--- config.mk ---
export PLATFORM = sky130hd
export DESIGN_NAME = pcm_pad_config
export DESIGN_NICKNAME = d
export VERILOG_FILES = /design/src/logic/pcm_pad_config.v /design/src/logic/pcm_key_lock.v /design/src/logic/pcm_pad_mux.v
export VERILOG_INCLUDE_DIRS = /design/src /design/src/logic
export SDC_FILE = /design/constraint.sdc
export NUM_CORES = 1
export LEC_CHECK = 0
export BUFFER_PORTS_ARGS = -buffer_cell sky130_fd_sc_hd__buf_4
export CORE_UTILIZATION = 51
export CTS_CLUSTER_SIZE = 40
export DETAILED_ROUTE_END_ITERATION = 8
export MAX_ROUTING_LAYER = met4
export PLACE_DENSITY = 0.8
export SYNTH_ARGS = -nofsm -noshare
export SYNTH_HDL_FRONTEND = slang
export SYNTH_HIERARCHICAL = 1
export SYNTH_SLANG_ARGS = --single-unit
--- constraint.sdc ---
create_clock -name i_clk_sys -period 5.7 [get_ports i_clk_sys]
set_clock_uncertainty 0.05 [all_clocks]
set_input_delay 0.57 -clock i_clk_sys [delete_from_list [all_inputs] [get_ports i_clk_sys]]
set_output_delay 0.57 -clock i_clk_sys [all_outputs]
set_load 0.01 [all_outputs]
--- src/logic/pcm_consts.vh ---
// Offsets, field layout, reset values and key code for the pad config mux
`ifndef PCM_CONSTS_VH
`define PCM_CONSTS_VH

// Register byte offsets inside the block window
`define PCM_OFS_GROUP_4_7 12'h004
`define PCM_OFS_GROUP_8_11 12'h008
`define PCM_OFS_WRITE_KEY 12'h060

// Register select codes from the address decoder
`define PCM_SEL_NONE 2'h0
`define PCM_SEL_GROUP_4_7 2'h1
`define PCM_SEL_GROUP_8_11 2'h2
`define PCM_SEL_WRITE_KEY 2'h3

// Field positions inside one 8-bit pad slot
`define PCM_FLD_PULLUP 0
`define PCM_FLD_INPUT_EN 1
`define PCM_FLD_DRIVE 2
`define PCM_FLD_FUNC_LO 3
`define PCM_FLD_FUNC_HI 5
`define PCM_FLD_EXTRA_LO 6
`define PCM_FLD_EXTRA_HI 7
`define PCM_SLOT_W 8

// Reset values: every function selector at the general I/O code 0x3
`define PCM_FUNC_GPIO 3'h3
`define PCM_RST_GROUP_4_7 32'h1818_1818
`define PCM_RST_GROUP_8_11 32'h1818_1818

// Writable bits; reserved bits stay zero
`define PCM_WMASK_GROUP_4_7 32'h3FFF_FFBF
`define PCM_WMASK_GROUP_8_11 32'h3F3F_FFFF

// Unlock code for the write key, value is arbitrary
`define PCM_KEY_DEFAULT 32'h0000_0073

// Bus responses
`define PCM_RESP_OKAY 2'h0
`define PCM_RESP_SLVERR 2'h2

`endif

--- src/logic/pcm_pad_config.v ---
// Pad configuration registers and function muxes for pads 4 to 11
//
// The AXI4-Lite interface to the registers was decided locally.
`timescale 1ns/1ns
`include "pcm_consts.vh"
module pcm_pad_config #(
  parameter [31:0] KEY_VALUE = `PCM_KEY_DEFAULT
) (
  // Clock, reset, enable
  input wire i_clk_sys,
  input wire i_sys_rst,
  input wire i_clk_en,
  // AXI4-Lite write address channel
  input wire [11:0] i_axi_awaddr,
  input wire i_axi_awvalid,
  output reg o_axi_awready,
  // AXI4-Lite write data channel
  input wire [31:0] i_axi_wdata,
  input wire [3:0] i_axi_wstrb,
  input wire i_axi_wvalid,
  output reg o_axi_wready,
  // AXI4-Lite write response channel
  output reg [1:0] o_axi_bresp,
  output reg o_axi_bvalid,
  input wire i_axi_bready,
  // AXI4-Lite read address channel
  input wire [11:0] i_axi_araddr,
  input wire i_axi_arvalid,
  output reg o_axi_arready,
  // AXI4-Lite read data channel
  output reg [31:0] o_axi_rdata,
  output reg [1:0] o_axi_rresp,
  output reg o_axi_rvalid,
  input wire i_axi_rready,
  // Peripheral signals, eight functions per pad, pad 4 in the low byte
  input wire [63:0] i_pad_func_out,
  input wire [63:0] i_pad_func_oe,
  output wire [63:0] o_pad_func_in,
  // Pads 4 to 11, pad 4 in bit 0
  input wire [7:0] i_pad_in,
  output wire [7:0] o_pad_out,
  output wire [7:0] o_pad_oe,
  // Pad electrical controls, pad 4 in bit 0
  output reg [7:0] o_pad_drive_high,
  output reg [7:0] o_pad_input_en,
  output reg [7:0] o_pad_pullup_en,
  // Pull-up resistor codes for pads 9, 8, 6, 5 from high to low
  output reg [7:0] o_pullup_resistor_select,
  // Pad 4 switch to ground
  output reg o_pad4_ground_switch_enable
);

  // Map an address onto a register select code
  function [1:0] pcm_reg_sel;
    input [11:0] addr;
    reg [11:0] word;
    begin
      // Low two address bits are ignored
      word = {addr[11:2], 2'b00};
      if (word == `PCM_OFS_GROUP_4_7)
        pcm_reg_sel = `PCM_SEL_GROUP_4_7;
      else if (word == `PCM_OFS_GROUP_8_11)
        pcm_reg_sel = `PCM_SEL_GROUP_8_11;
      else if (word == `PCM_OFS_WRITE_KEY)
        pcm_reg_sel = `PCM_SEL_WRITE_KEY;
      else
        pcm_reg_sel = `PCM_SEL_NONE;
    end
  endfunction

  // Codes that connect nothing on a given pad
  function [7:0] pcm_rsvd_mask;
    input integer pad;
    begin
      // Only pad 5 leaves one code unconnected
      case (pad)
        4: pcm_rsvd_mask = 8'h00;
        5: pcm_rsvd_mask = 8'h20;
        6: pcm_rsvd_mask = 8'h00;
        7: pcm_rsvd_mask = 8'h00;
        8: pcm_rsvd_mask = 8'h00;
        9: pcm_rsvd_mask = 8'h00;
        10: pcm_rsvd_mask = 8'h00;
        11: pcm_rsvd_mask = 8'h00;
        default: pcm_rsvd_mask = 8'h00;
      endcase
    end
  endfunction

  // Pad configuration words
  reg [31:0] pad_config_group_4_7_r;
  reg [31:0] pad_config_group_8_11_r;
  // Held write address and data
  reg aw_held_r;
  reg [11:0] aw_addr_r;
  reg w_held_r;
  reg [31:0] w_data_r;
  reg [3:0] w_strb_r;
  // Lock state from the key
  wire unlocked;

  // Both halves held and no response pending
  wire wr_fire = aw_held_r & w_held_r & ~o_axi_bvalid;
  wire [1:0] wr_sel = pcm_reg_sel(aw_addr_r);
  // Handshakes on the three request channels
  wire aw_take = i_axi_awvalid & o_axi_awready;
  wire w_take = i_axi_wvalid & o_axi_wready;
  wire ar_take = i_axi_arvalid & o_axi_arready;
  // Register picked by the read address
  wire [1:0] rd_sel = pcm_reg_sel(i_axi_araddr);
  // Byte strobes widened to a bit mask
  wire [31:0] strb_mask = {{8{w_strb_r[3]}}, {8{w_strb_r[2]}},
                           {8{w_strb_r[1]}}, {8{w_strb_r[0]}}};
  // Pad write allowed only while unlocked
  wire cfg_wr_ok = wr_fire & unlocked;
  // Both config words side by side, pad 4 in the low byte
  wire [63:0] cfg = {pad_config_group_8_11_r, pad_config_group_4_7_r};

  // Key register
  // Compares the whole data word, byte strobes play no part
  pcm_key_lock #(
    .KEY_VALUE(KEY_VALUE)
  ) u_key (
    .i_clk_sys(i_clk_sys),
    .i_sys_rst(i_sys_rst),
    .i_clk_en(i_clk_en),
    .i_wr(wr_fire & (wr_sel == `PCM_SEL_WRITE_KEY)),
    .i_wdata(w_data_r),
    .o_unlocked(unlocked)
  );

  // Write address and data capture, in either order
  // Each half waits until the write fires: one write in flight
  always @(posedge i_clk_sys or posedge i_sys_rst)
  begin
    if (i_sys_rst)
    begin
      // Nothing held, both channels ready
      aw_held_r <= 1'b0;
      aw_addr_r <= 12'h000;
      w_held_r <= 1'b0;
      w_data_r <= 32'h0000_0000;
      w_strb_r <= 4'h0;
      o_axi_awready <= 1'b1;
      o_axi_wready <= 1'b1;
    end
    else if (i_clk_en)
    begin
      // Address half
      if (aw_take)
      begin
        // Hold the address and refuse another one
        aw_addr_r <= i_axi_awaddr;
        aw_held_r <= 1'b1;
        o_axi_awready <= 1'b0;
      end
      else if (wr_fire)
      begin
        // Write done, address channel open again
        aw_held_r <= 1'b0;
        o_axi_awready <= 1'b1;
      end
      // Data half
      if (w_take)
      begin
        // Hold data and strobes until the write fires
        w_data_r <= i_axi_wdata;
        w_strb_r <= i_axi_wstrb;
        w_held_r <= 1'b1;
        o_axi_wready <= 1'b0;
      end
      else if (wr_fire)
      begin
        // Write done, data channel open again
        w_held_r <= 1'b0;
        o_axi_wready <= 1'b1;
      end
    end
  end

  // Write response; unmapped addresses answer with an error
  always @(posedge i_clk_sys or posedge i_sys_rst)
  begin
    if (i_sys_rst)
    begin
      // No response pending
      o_axi_bvalid <= 1'b0;
      o_axi_bresp <= `PCM_RESP_OKAY;
    end
    else if (i_clk_en)
    begin
      if (wr_fire)
      begin
        // Both halves present: answer the write
        o_axi_bvalid <= 1'b1;
        // Locked pad writes still answer okay
        o_axi_bresp <= (wr_sel == `PCM_SEL_NONE) ?
                       `PCM_RESP_SLVERR : `PCM_RESP_OKAY;
      end
      else if (i_axi_bready)
      begin
        // Response taken by the master
        o_axi_bvalid <= 1'b0;
      end
    end
  end

  // Pad configuration words, masked by strobes and writable bits
  always @(posedge i_clk_sys or posedge i_sys_rst)
  begin
    if (i_sys_rst)
    begin
      // Every selector back to general I/O
      pad_config_group_4_7_r <= `PCM_RST_GROUP_4_7;
      pad_config_group_8_11_r <= `PCM_RST_GROUP_8_11;
    end
    else if (i_clk_en && cfg_wr_ok)
    begin
      // Only unlocked writes to a pad register land here
      // Reserved bits never take a one
      if (wr_sel == `PCM_SEL_GROUP_4_7)
        pad_config_group_4_7_r <=
          (pad_config_group_4_7_r & ~(strb_mask & `PCM_WMASK_GROUP_4_7)) |
          (w_data_r & strb_mask & `PCM_WMASK_GROUP_4_7);
      if (wr_sel == `PCM_SEL_GROUP_8_11)
        pad_config_group_8_11_r <=
          (pad_config_group_8_11_r & ~(strb_mask & `PCM_WMASK_GROUP_8_11)) |
          (w_data_r & strb_mask & `PCM_WMASK_GROUP_8_11);
    end
  end

  // Read channel, one read at a time
  always @(posedge i_clk_sys or posedge i_sys_rst)
  begin
    if (i_sys_rst)
    begin
      // Ready for a read, no data pending
      o_axi_arready <= 1'b1;
      o_axi_rvalid <= 1'b0;
      o_axi_rdata <= 32'h0000_0000;
      o_axi_rresp <= `PCM_RESP_OKAY;
    end
    else if (i_clk_en)
    begin
      if (ar_take)
      begin
        // Answer in the next cycle, refuse further reads
        o_axi_arready <= 1'b0;
        o_axi_rvalid <= 1'b1;
        o_axi_rresp <= `PCM_RESP_OKAY;
        // Current field values, reserved bits zero
        case (rd_sel)
          `PCM_SEL_GROUP_4_7: o_axi_rdata <= pad_config_group_4_7_r;
          `PCM_SEL_GROUP_8_11: o_axi_rdata <= pad_config_group_8_11_r;
          // Key reads back only the lock state
          `PCM_SEL_WRITE_KEY: o_axi_rdata <= {31'h000_0000, unlocked};
          default:
          begin
            // Unmapped address reads zero with an error
            o_axi_rdata <= 32'h0000_0000;
            o_axi_rresp <= `PCM_RESP_SLVERR;
          end
        endcase
      end
      else if (o_axi_rvalid && i_axi_rready)
      begin
        // Data taken, accept the next read
        o_axi_rvalid <= 1'b0;
        o_axi_arready <= 1'b1;
      end
    end
  end

  // Electrical controls from each pad slot
  always @(posedge i_clk_sys or posedge i_sys_rst)
  begin : pcm_elec
    integer k;
    if (i_sys_rst)
    begin
      // Low drive, input and pull-up off on every pad
      o_pad_drive_high <= 8'h00;
      o_pad_input_en <= 8'h00;
      o_pad_pullup_en <= 8'h00;
      o_pullup_resistor_select <= 8'h00;
      o_pad4_ground_switch_enable <= 1'b0;
    end
    else if (i_clk_en)
    begin
      // Same three bits in every pad slot
      for (k = 0; k < 8; k = k + 1)
      begin
        o_pad_drive_high[k] <= cfg[k*8 + `PCM_FLD_DRIVE];
        o_pad_input_en[k] <= cfg[k*8 + `PCM_FLD_INPUT_EN];
        o_pad_pullup_en[k] <= cfg[k*8 + `PCM_FLD_PULLUP];
      end
      // Slots of pads 5, 6, 8, 9 carry a resistor code
      o_pullup_resistor_select <= {cfg[47:46], cfg[39:38],
                                   cfg[23:22], cfg[15:14]};
      o_pad4_ground_switch_enable <= cfg[`PCM_FLD_EXTRA_HI];
    end
  end

  // One function mux per pad
  // Pad p + 4 sits in byte p of the config pair
  genvar p;
  generate
    for (p = 0; p < 8; p = p + 1)
    begin : g_pad
      // Pad 5 leaves its reserved code unconnected
      pcm_pad_mux #(
        .RSVD_MASK(pcm_rsvd_mask(p + 4))
      ) u_mux (
        .i_clk_sys(i_clk_sys),
        .i_sys_rst(i_sys_rst),
        .i_clk_en(i_clk_en),
        .i_sel(cfg[p*8+`PCM_FLD_FUNC_HI:p*8+`PCM_FLD_FUNC_LO]),
        .i_in_en(cfg[p*8 + `PCM_FLD_INPUT_EN]),
        .i_func_out(i_pad_func_out[p*8+7:p*8]),
        .i_func_oe(i_pad_func_oe[p*8+7:p*8]),
        .o_func_in(o_pad_func_in[p*8+7:p*8]),
        .i_pad_in(i_pad_in[p]),
        .o_pad_out(o_pad_out[p]),
        .o_pad_oe(o_pad_oe[p])
      );
    end
  endgenerate

endmodule // pcm_pad_config

--- src/logic/pcm_key_lock.v ---
// Write key that unlocks the pad configuration registers
`timescale 1ns/1ns
`include "pcm_consts.vh"
module pcm_key_lock #(
  parameter [31:0] KEY_VALUE = `PCM_KEY_DEFAULT
) (
  // Clock, reset, enable
  input wire i_clk_sys,
  input wire i_sys_rst,
  input wire i_clk_en,
  // Key write strobe and data
  input wire i_wr,
  input wire [31:0] i_wdata,
  // Lock state
  output reg o_unlocked
);

  // Matching code unlocks, any other value locks again
  always @(posedge i_clk_sys or posedge i_sys_rst)
  begin
    if (i_sys_rst)
    begin
      // Locked after reset
      o_unlocked <= 1'b0;
    end
    else if (i_clk_en && i_wr)
    begin
      o_unlocked <= (i_wdata == KEY_VALUE);
    end
  end

endmodule // pcm_key_lock

--- src/logic/pcm_pad_mux.v ---
// Function select mux for one pad, with registered outputs
`timescale 1ns/1ns
module pcm_pad_mux #(
  parameter [7:0] RSVD_MASK = 8'h00
) (
  // Clock, reset, enable
  input wire i_clk_sys,
  input wire i_sys_rst,
  input wire i_clk_en,
  // Pad controls
  input wire [2:0] i_sel,
  input wire i_in_en,
  // Peripheral side
  input wire [7:0] i_func_out,
  input wire [7:0] i_func_oe,
  output reg [7:0] o_func_in,
  // Pad side
  input wire i_pad_in,
  output reg o_pad_out,
  output reg o_pad_oe
);

  // Selected function is live unless its code is reserved
  wire live = ~RSVD_MASK[i_sel];
  // One-hot of the selected function
  wire [7:0] onehot = 8'h01 << i_sel;

  // Route the selected function both ways
  always @(posedge i_clk_sys or posedge i_sys_rst)
  begin
    if (i_sys_rst)
    begin
      // Pad undriven, no input reaches any function
      o_pad_out <= 1'b0;
      o_pad_oe <= 1'b0;
      o_func_in <= 8'h00;
    end
    else if (i_clk_en)
    begin
      o_pad_out <= live & i_func_out[i_sel];
      o_pad_oe <= live & i_func_oe[i_sel];
      // Input disabled pads feed zero to every function
      o_func_in <= (live & i_in_en & i_pad_in) ? onehot : 8'h00;
    end
  end

endmodule // pcm_pad_mux

==> results of run 1 <==
cell type report:
cell class                      count  area [µm²]
Clock inverter                     10         109
Inverter                           89         342
Sequential cell                   256        6430
Tap cell                          280         350
Timing Repair Buffer              353        2650
Fill cell                        1634        6800
Antenna cell                        1        2.50
Clock buffer                       37         783
Multi-Input combinational cell    515        4420
power breakdown:
part / leakage [µW] / total (µW) / internal (µW) / switching [µW]
Clock: 0.000439 / 1750 / 1050 / 702
Sequential: 0.00336 / 2220 / 2020 / 197
Combinational: 0.00326 / 576 / 329 / 247
worst max path at each step:
| stage | startpoint | to | slack, ns | depth (start not counted) |
|---|---|---|---|---|
| 6_report | aw_addr_r[6]$_DFFE_PP0P_ | flop | 2.98 | 4 |
| 5_1_grt | aw_addr_r[6]$_DFFE_PP0P_ | flop | 2.84 | 4 |
| 4_1_cts | aw_addr_r[6]$_DFFE_PP0P_ | flop | 2.97 | 4 |
| 3_5_place_dp | i_clk_en | g_pad[1].u_mux/o_func_in[4]$_DFFE_PP0P_ | 2.58 | 6 |
| 3_3_place_gp | i_clk_en | g_pad[1].u_mux/o_func_in[4]$_DFFE_PP0P_ | 2.65 | 6 |
| 2_1_floorplan | i_sys_rst | asynchronous set/reset pin | 0.37 | 1 |
layout by cell type, fill, tap and decap left out, types with 10 or more instances in the layout:
cell type,count
o32ai_1,16
inv_1,88
clkbuf_16,27
nand2b_1,19
mux2i_1,73
a22oi_1,26
o22ai_1,47
mux2_2,137
o21ai_0,35
mux4_2,14
dfrtp_1,237
buf_4,352
dfstp_2,19
nand3_1,10
nand2_1,61
worst max-delay path: cells and delay by family (launching register included):
| family | cells | cell delay (ns) |
|---|---|---|
| flops | 1 | 0.40 |
| mux | 1 | 0.41 |
| simple gates | 3 | 1.74 |
per-layer routing:
metal | track usage (%) | up-vias
met5 | - | -
met1 | 34.5 | 4375
met2 | 45.0 | 349
met4 | 13.1 | 0
li1 | - | 3926
met3 | 5.15 | 88
cells by family after synthesis:
| family | after synthesis | share of synthesized area, % |
|---|---|---|
| flops | 256 | 56.5 |
| mux | 224 | 22.7 |
| other cells | 1 | 0.0329 |
| buf+inv | 133 | 5.08 |
| compound gates | 138 | 8.24 |
| simple gates | 149 | 7.47 |
per-stage QoR:
stage          hold WS, ns  util (%)  total power (µW)  setup WS, ns  instance area [µm²]
2_1_floorplan        0.249         -              2540         0.366                11400
3_3_place_gp         0.414      64.8              2800          2.65                14200
3_5_place_dp         0.421      64.8              2830          2.58                14200
4_1_cts              0.208      68.9              4580          2.97                15100
5_1_grt              0.213      68.9              4730          2.84                15100
6_report             0.227      68.9              4540          2.98                15100
==> out/results.txt, run 1 <==
Outcome - completed
Maximum number of pins on one net before global-route repair - 125
Met2 WL - 15.4 mm
Hold endpoint - w_data_r[17]$_DFFE_PP0P_
DRC - 0
Top FF cell, synth - dfrtp_1
Die ar. - 0.0229 mm²
Most frequent cells after synthesis - dfrtp_1 (237), mux2_2 (137), inv_1 (89)
Post-Syn Area - 0.0114 mm²
Crit path DAT - 3.07 ns
Fin crit share - 47.7%
Maximum clock path buffer count - 3
Slowest cell delay on critical path - 0.71 ns
Post-synth top area share - 52.1%
Final WL - 31.3 mm
Most common cell in the synthesized netlist - dfrtp_1
CP startpoint kind - flop
Worst-Skew Late Latency - 0.52 ns
Met3 wire length - 2.16 mm
Vias in the first global route - 8,802
Reg2Reg Setup Slack - 2.98 ns
Synth area leader - dfrtp_1
Post-synth ARST share - 100%
Sequential fraction of the synthesis area - 56.5%
Setup Crit Path Kind - reg2reg
PD cells - 301 mW/mm²
CTS Hold Bufs - 1
Initial core utilization - 52.0%
Highest metal used - met4
FP Rows - 54
Synth warnings - 6
Clk slew on worst S/H paths - 0.07 ns
PortBufs - 347
#FFs+latches synth - 256
RePlAce Congestion - 0.848
Cells after Synth - 901
Setup TNS - 0 ns
Cts bufs inserted - 26
Finish-stage setup viols - 0
Area Growth Syn to Fin - 32.5%
Antenna viol nets, final - 0
Final min period - 2.72 ns
H-tree depth - 1
Die height - 151 µm
Crit path cell chain - or4_2, nor4_4, nand3_1, mux2_2
Hold path cells - 2
First-pass GRT wire length - 47.3 mm
Drt first pass iters - 5
Post-cts repair resize count - 0
Worst vdd ir - 0.282 mV
Min-delay src - i_axi_wdata[17]
Layout net count - 1,445
WL/cell - 20.3 µm
CP max stage cell - or4_2
Crit end category - flop
Layout cell share with drive strength beyond 1 - 46.4%
CTS tree - yes
Gr usage total - 28.0%
WL met1 - 12.3 mm
Clk sinks - 256
Final std cells w/o fill - 1,541
Largest cells by area after synthesis - dfrtp_1 (52%), mux2_2 (14%), mux2i_1 (6.4%), dfstp_2 (4.4%), inv_1 (2.9%)
P_leak - 0.00706 µW
Unique masters post-synth - 47
Worst-margin pin slew - 1.16 ns
Root buf cell - clkbuf_16
Vias/cell - 5.67
MaxCap Viol Count - 0
Setup bufs post-CTS - 0
Post-DP HPWL - 22.0 mm
Initial drt markers - 454
Core ar. - 0.0219 mm²
Final slew viol count - 0
FF-to-FF Start - aw_addr_r[6]$_DFFE_PP0P_
IO Count - 358
Worst min path class - in2reg
Max frequency - 0.368 GHz
RSZ-0062 raised after global routing - false
EDFF count, synth - 0
Final hold vios - 0
Slew margin rel. - 22.5%
GRT Residual Overflow - 0
Dpl cells - 1,492
Crit-path max FO - 8
Detailed-route via count - 8,738
Die W - 151 µm
R2R depth - 4
Mapped Avg Cell Area - 12.6 µm²
Worst EP required - 6.05 ns
Antenna violations before repair - 1
No activity file was read; power rests on OpenSTA's default activity.
==> inputs of run 2 (changes only) <==
==> constraint.sdc (replaced) <==
create_clock -name i_clk_sys -period 2.8 [get_ports i_clk_sys]
set_clock_uncertainty 0.05 [all_clocks]
set_input_delay 0.28 -clock i_clk_sys [delete_from_list [all_inputs] [get_ports i_clk_sys]]
set_output_delay 0.28 -clock i_clk_sys [all_outputs]
set_load 0.01 [all_outputs]
==> run 2 against run 1 <==
Against the previous run:
- final cell count increased by 3.8%
- critical path depth grew 1
- setup slack worse by 2.7 ns
- critical path type unchanged
- largest cell class unchanged
- largest power group unchanged
- highest routed layer unchanged
==> out/results.txt, run 2 (synthesis gave the netlist of run 1 again) <==
Crit path cell chain - or4_2, nor4_4, buf_4, nand3_1, mux2_2
Int Power - 6910 µW
Root buf cell - clkbuf_16
Outcome - completed
Clk sinks - 256
Reg2Reg Setup Slack - 0.29 ns
CP max stage cell - or4_2
Worst-Skew Late Latency - 0.53 ns
Slowest cell delay on critical path - 0.72 ns
Top Family by Delay on Critical Path - simple AND/OR/NAND/NOR gates
Max frequency - 0.399 GHz
Worst-margin pin slew - 0.740 ns
GRT Residual Overflow - 0
Hold_ws - 0.0229 ns
Final WL - 32.6 mm
P_leak - 0.00730 µW
Initial core utilization - 52.0%
Final hold vios - 0
First-pass GRT wire length - 49.2 mm
Die W - 151 µm
Maximum clock path buffer count - 3
Final slew viol count - 0
CTS tree - yes
WL met1 - 12.8 mm
Worst vdd ir - 0.525 mV
Layout cell share with drive strength beyond 1 - 44.7%
Antenna violations before repair - 1
Cts bufs inserted - 27
Worst min path class - in2reg
Area Growth Syn to Fin - 37.3%
FP Rows - 54
IO Count - 358
Post-route setup slack - 0.294 ns
Met3 wire length - 2.17 mm
Setup Crit Path Kind - reg2reg
PortBufs - 347
Crit end category - flop
FF-to-FF Start - aw_addr_r[6]$_DFFE_PP0P_
Clk slew on worst S/H paths - 0.06 ns
Antenna viol nets, final - 0
Post-DP HPWL - 22.5 mm
Net load switching power - 2380 µW
MaxCap Viol Count - 0
Drt first pass iters - 4
Setup TNS - 0 ns
Hold path cells - 3
RePlAce Congestion - 0.830
DRC - 0
Core ar. - 0.0219 mm²
Maximum number of pins on one net before global-route repair - 134
R2R depth - 5
Crit-path max FO - 8
H-tree depth - 1
Layout net count - 1,501
Fin crit share - 89.5%
Hold endpoint - g_pad[1].u_mux/o_pad_out$_DFFE_PP0P_
Worst EP required - 3.15 ns
Final std cells w/o fill - 1,599
Vias/cell - 5.56
Min-delay src - i_pad_func_out[8]
Die ar. - 0.0229 mm²
Power, Total - 9290 µW
Highest metal used - met4
Most frequent cells in the layout - buf_4 (355), dfrtp_1 (237), mux2_2 (137)
Detailed-route via count - 8,896
Dpl cells - 1,498
Multi-input logic area - 0.00442 mm²
PD cells - 594 mW/mm²
Switching Share - 25.7%
Gr usage total - 29.1%
Most common cell after layout, fill and taps aside - buf_4
Final min period - 2.51 ns
Initial drt markers - 430
WL/cell - 20.4 µm
Met2 WL - 16.5 mm
Finish-stage setup viols - 0
RSZ-0062 raised after global routing - false
Crit path DAT - 2.86 ns
Combinational share of power - 13.6%
CP startpoint kind - flop
Slew margin rel. - 50.6%
Number of buffers and inverters on the critical path - 1
Clock network fraction of total power - 37.5%
Die height - 151 µm
Fillcell total - 1,575
Register Area - 0.00643 mm²
Sequential Power Share - 48.9%
Vias in the first global route - 9,026
Dpl ws - 0.344 ns
-- run 2: changes by cell type in the layout (fill, tap and decap cells not counted) --
cell,before,now
buf_4,352,355
inv_6,0,1
clkinvlp_4,2,1
clkbuf_1,3,8
dlygate4sd3_1,1,50
inv_8,1,0
bufinv_16,2,1
buf_12,0,3
-- run 2: timing repair --
action                                 in CTS  in global routing
buffers inserted                            0                  0
gates resized for setup                     0                  0
setup endpoints to repair                   0                  0
endpoints found under the hold margin     170                  0
hold buffers                               50                  0
-- run 2: power groups by stage --
stage	Clock, µW	Combinational, µW	Sequential, µW
global route	3690	1380	4590
floorplan	0	702	4460
detailed placement	0	1200	4590
global placement	0	1160	4570
CTS	3540	1270	4530
finish	3480	1270	4540
-- run 2: worst max-delay path by stage --
stage	cells past startpoint	start	slack, ns	end
6_report	5	aw_addr_r[6]$_DFFE_PP0P_	0.29	flop
5_1_grt	5	aw_addr_r[6]$_DFFE_PP0P_	0.21	flop
4_1_cts	5	aw_addr_r[6]$_DFFE_PP0P_	0.31	flop
3_5_place_dp	5	aw_addr_r[6]$_DFFE_PP0P_	0.34	flop
3_3_place_gp	5	aw_addr_r[6]$_DFFE_PP0P_	0.40	flop
2_1_floorplan	1	i_sys_rst	0.25	asynchronous set/reset pin
-- run 2: worst register-to-register path, stage by stage, from the launching register on --
cell and delay (ns):
dfrtp_1 0.41, or4_2 0.72, nor4_4 0.23, buf_4 0.23, nand3_1 0.33, mux2_2 0.40
-- run 2: metrics by stage --
step	area, µm²	util [%]
after floorplan	11400	-
after global placement	14300	65.1
after detailed placement	14300	65.1
after CTS	15600	71.4
after global routing	15600	71.4
final	15600	71.4
-- run 2: area by class of cell --
cell class	instances	area share (%)
Antenna cell	1	0.0160
Clock buffer	42	5.13
Sequential cell	256	41.1
Timing Repair Buffer	408	20.6
Multi-Input combinational cell	515	28.3
Tap cell	280	2.24
Inverter	89	2.16
Clock inverter	8	0.464
-- run 2: metal layers --
layer | vias to the layer above | global-route usage [%]
met5 | - | -
met4 | 0 | 10.9
met3 | 75 | 5.15
met2 | 328 | 47.8
met1 | 4469 | 36.0
li1 | 4024 | -
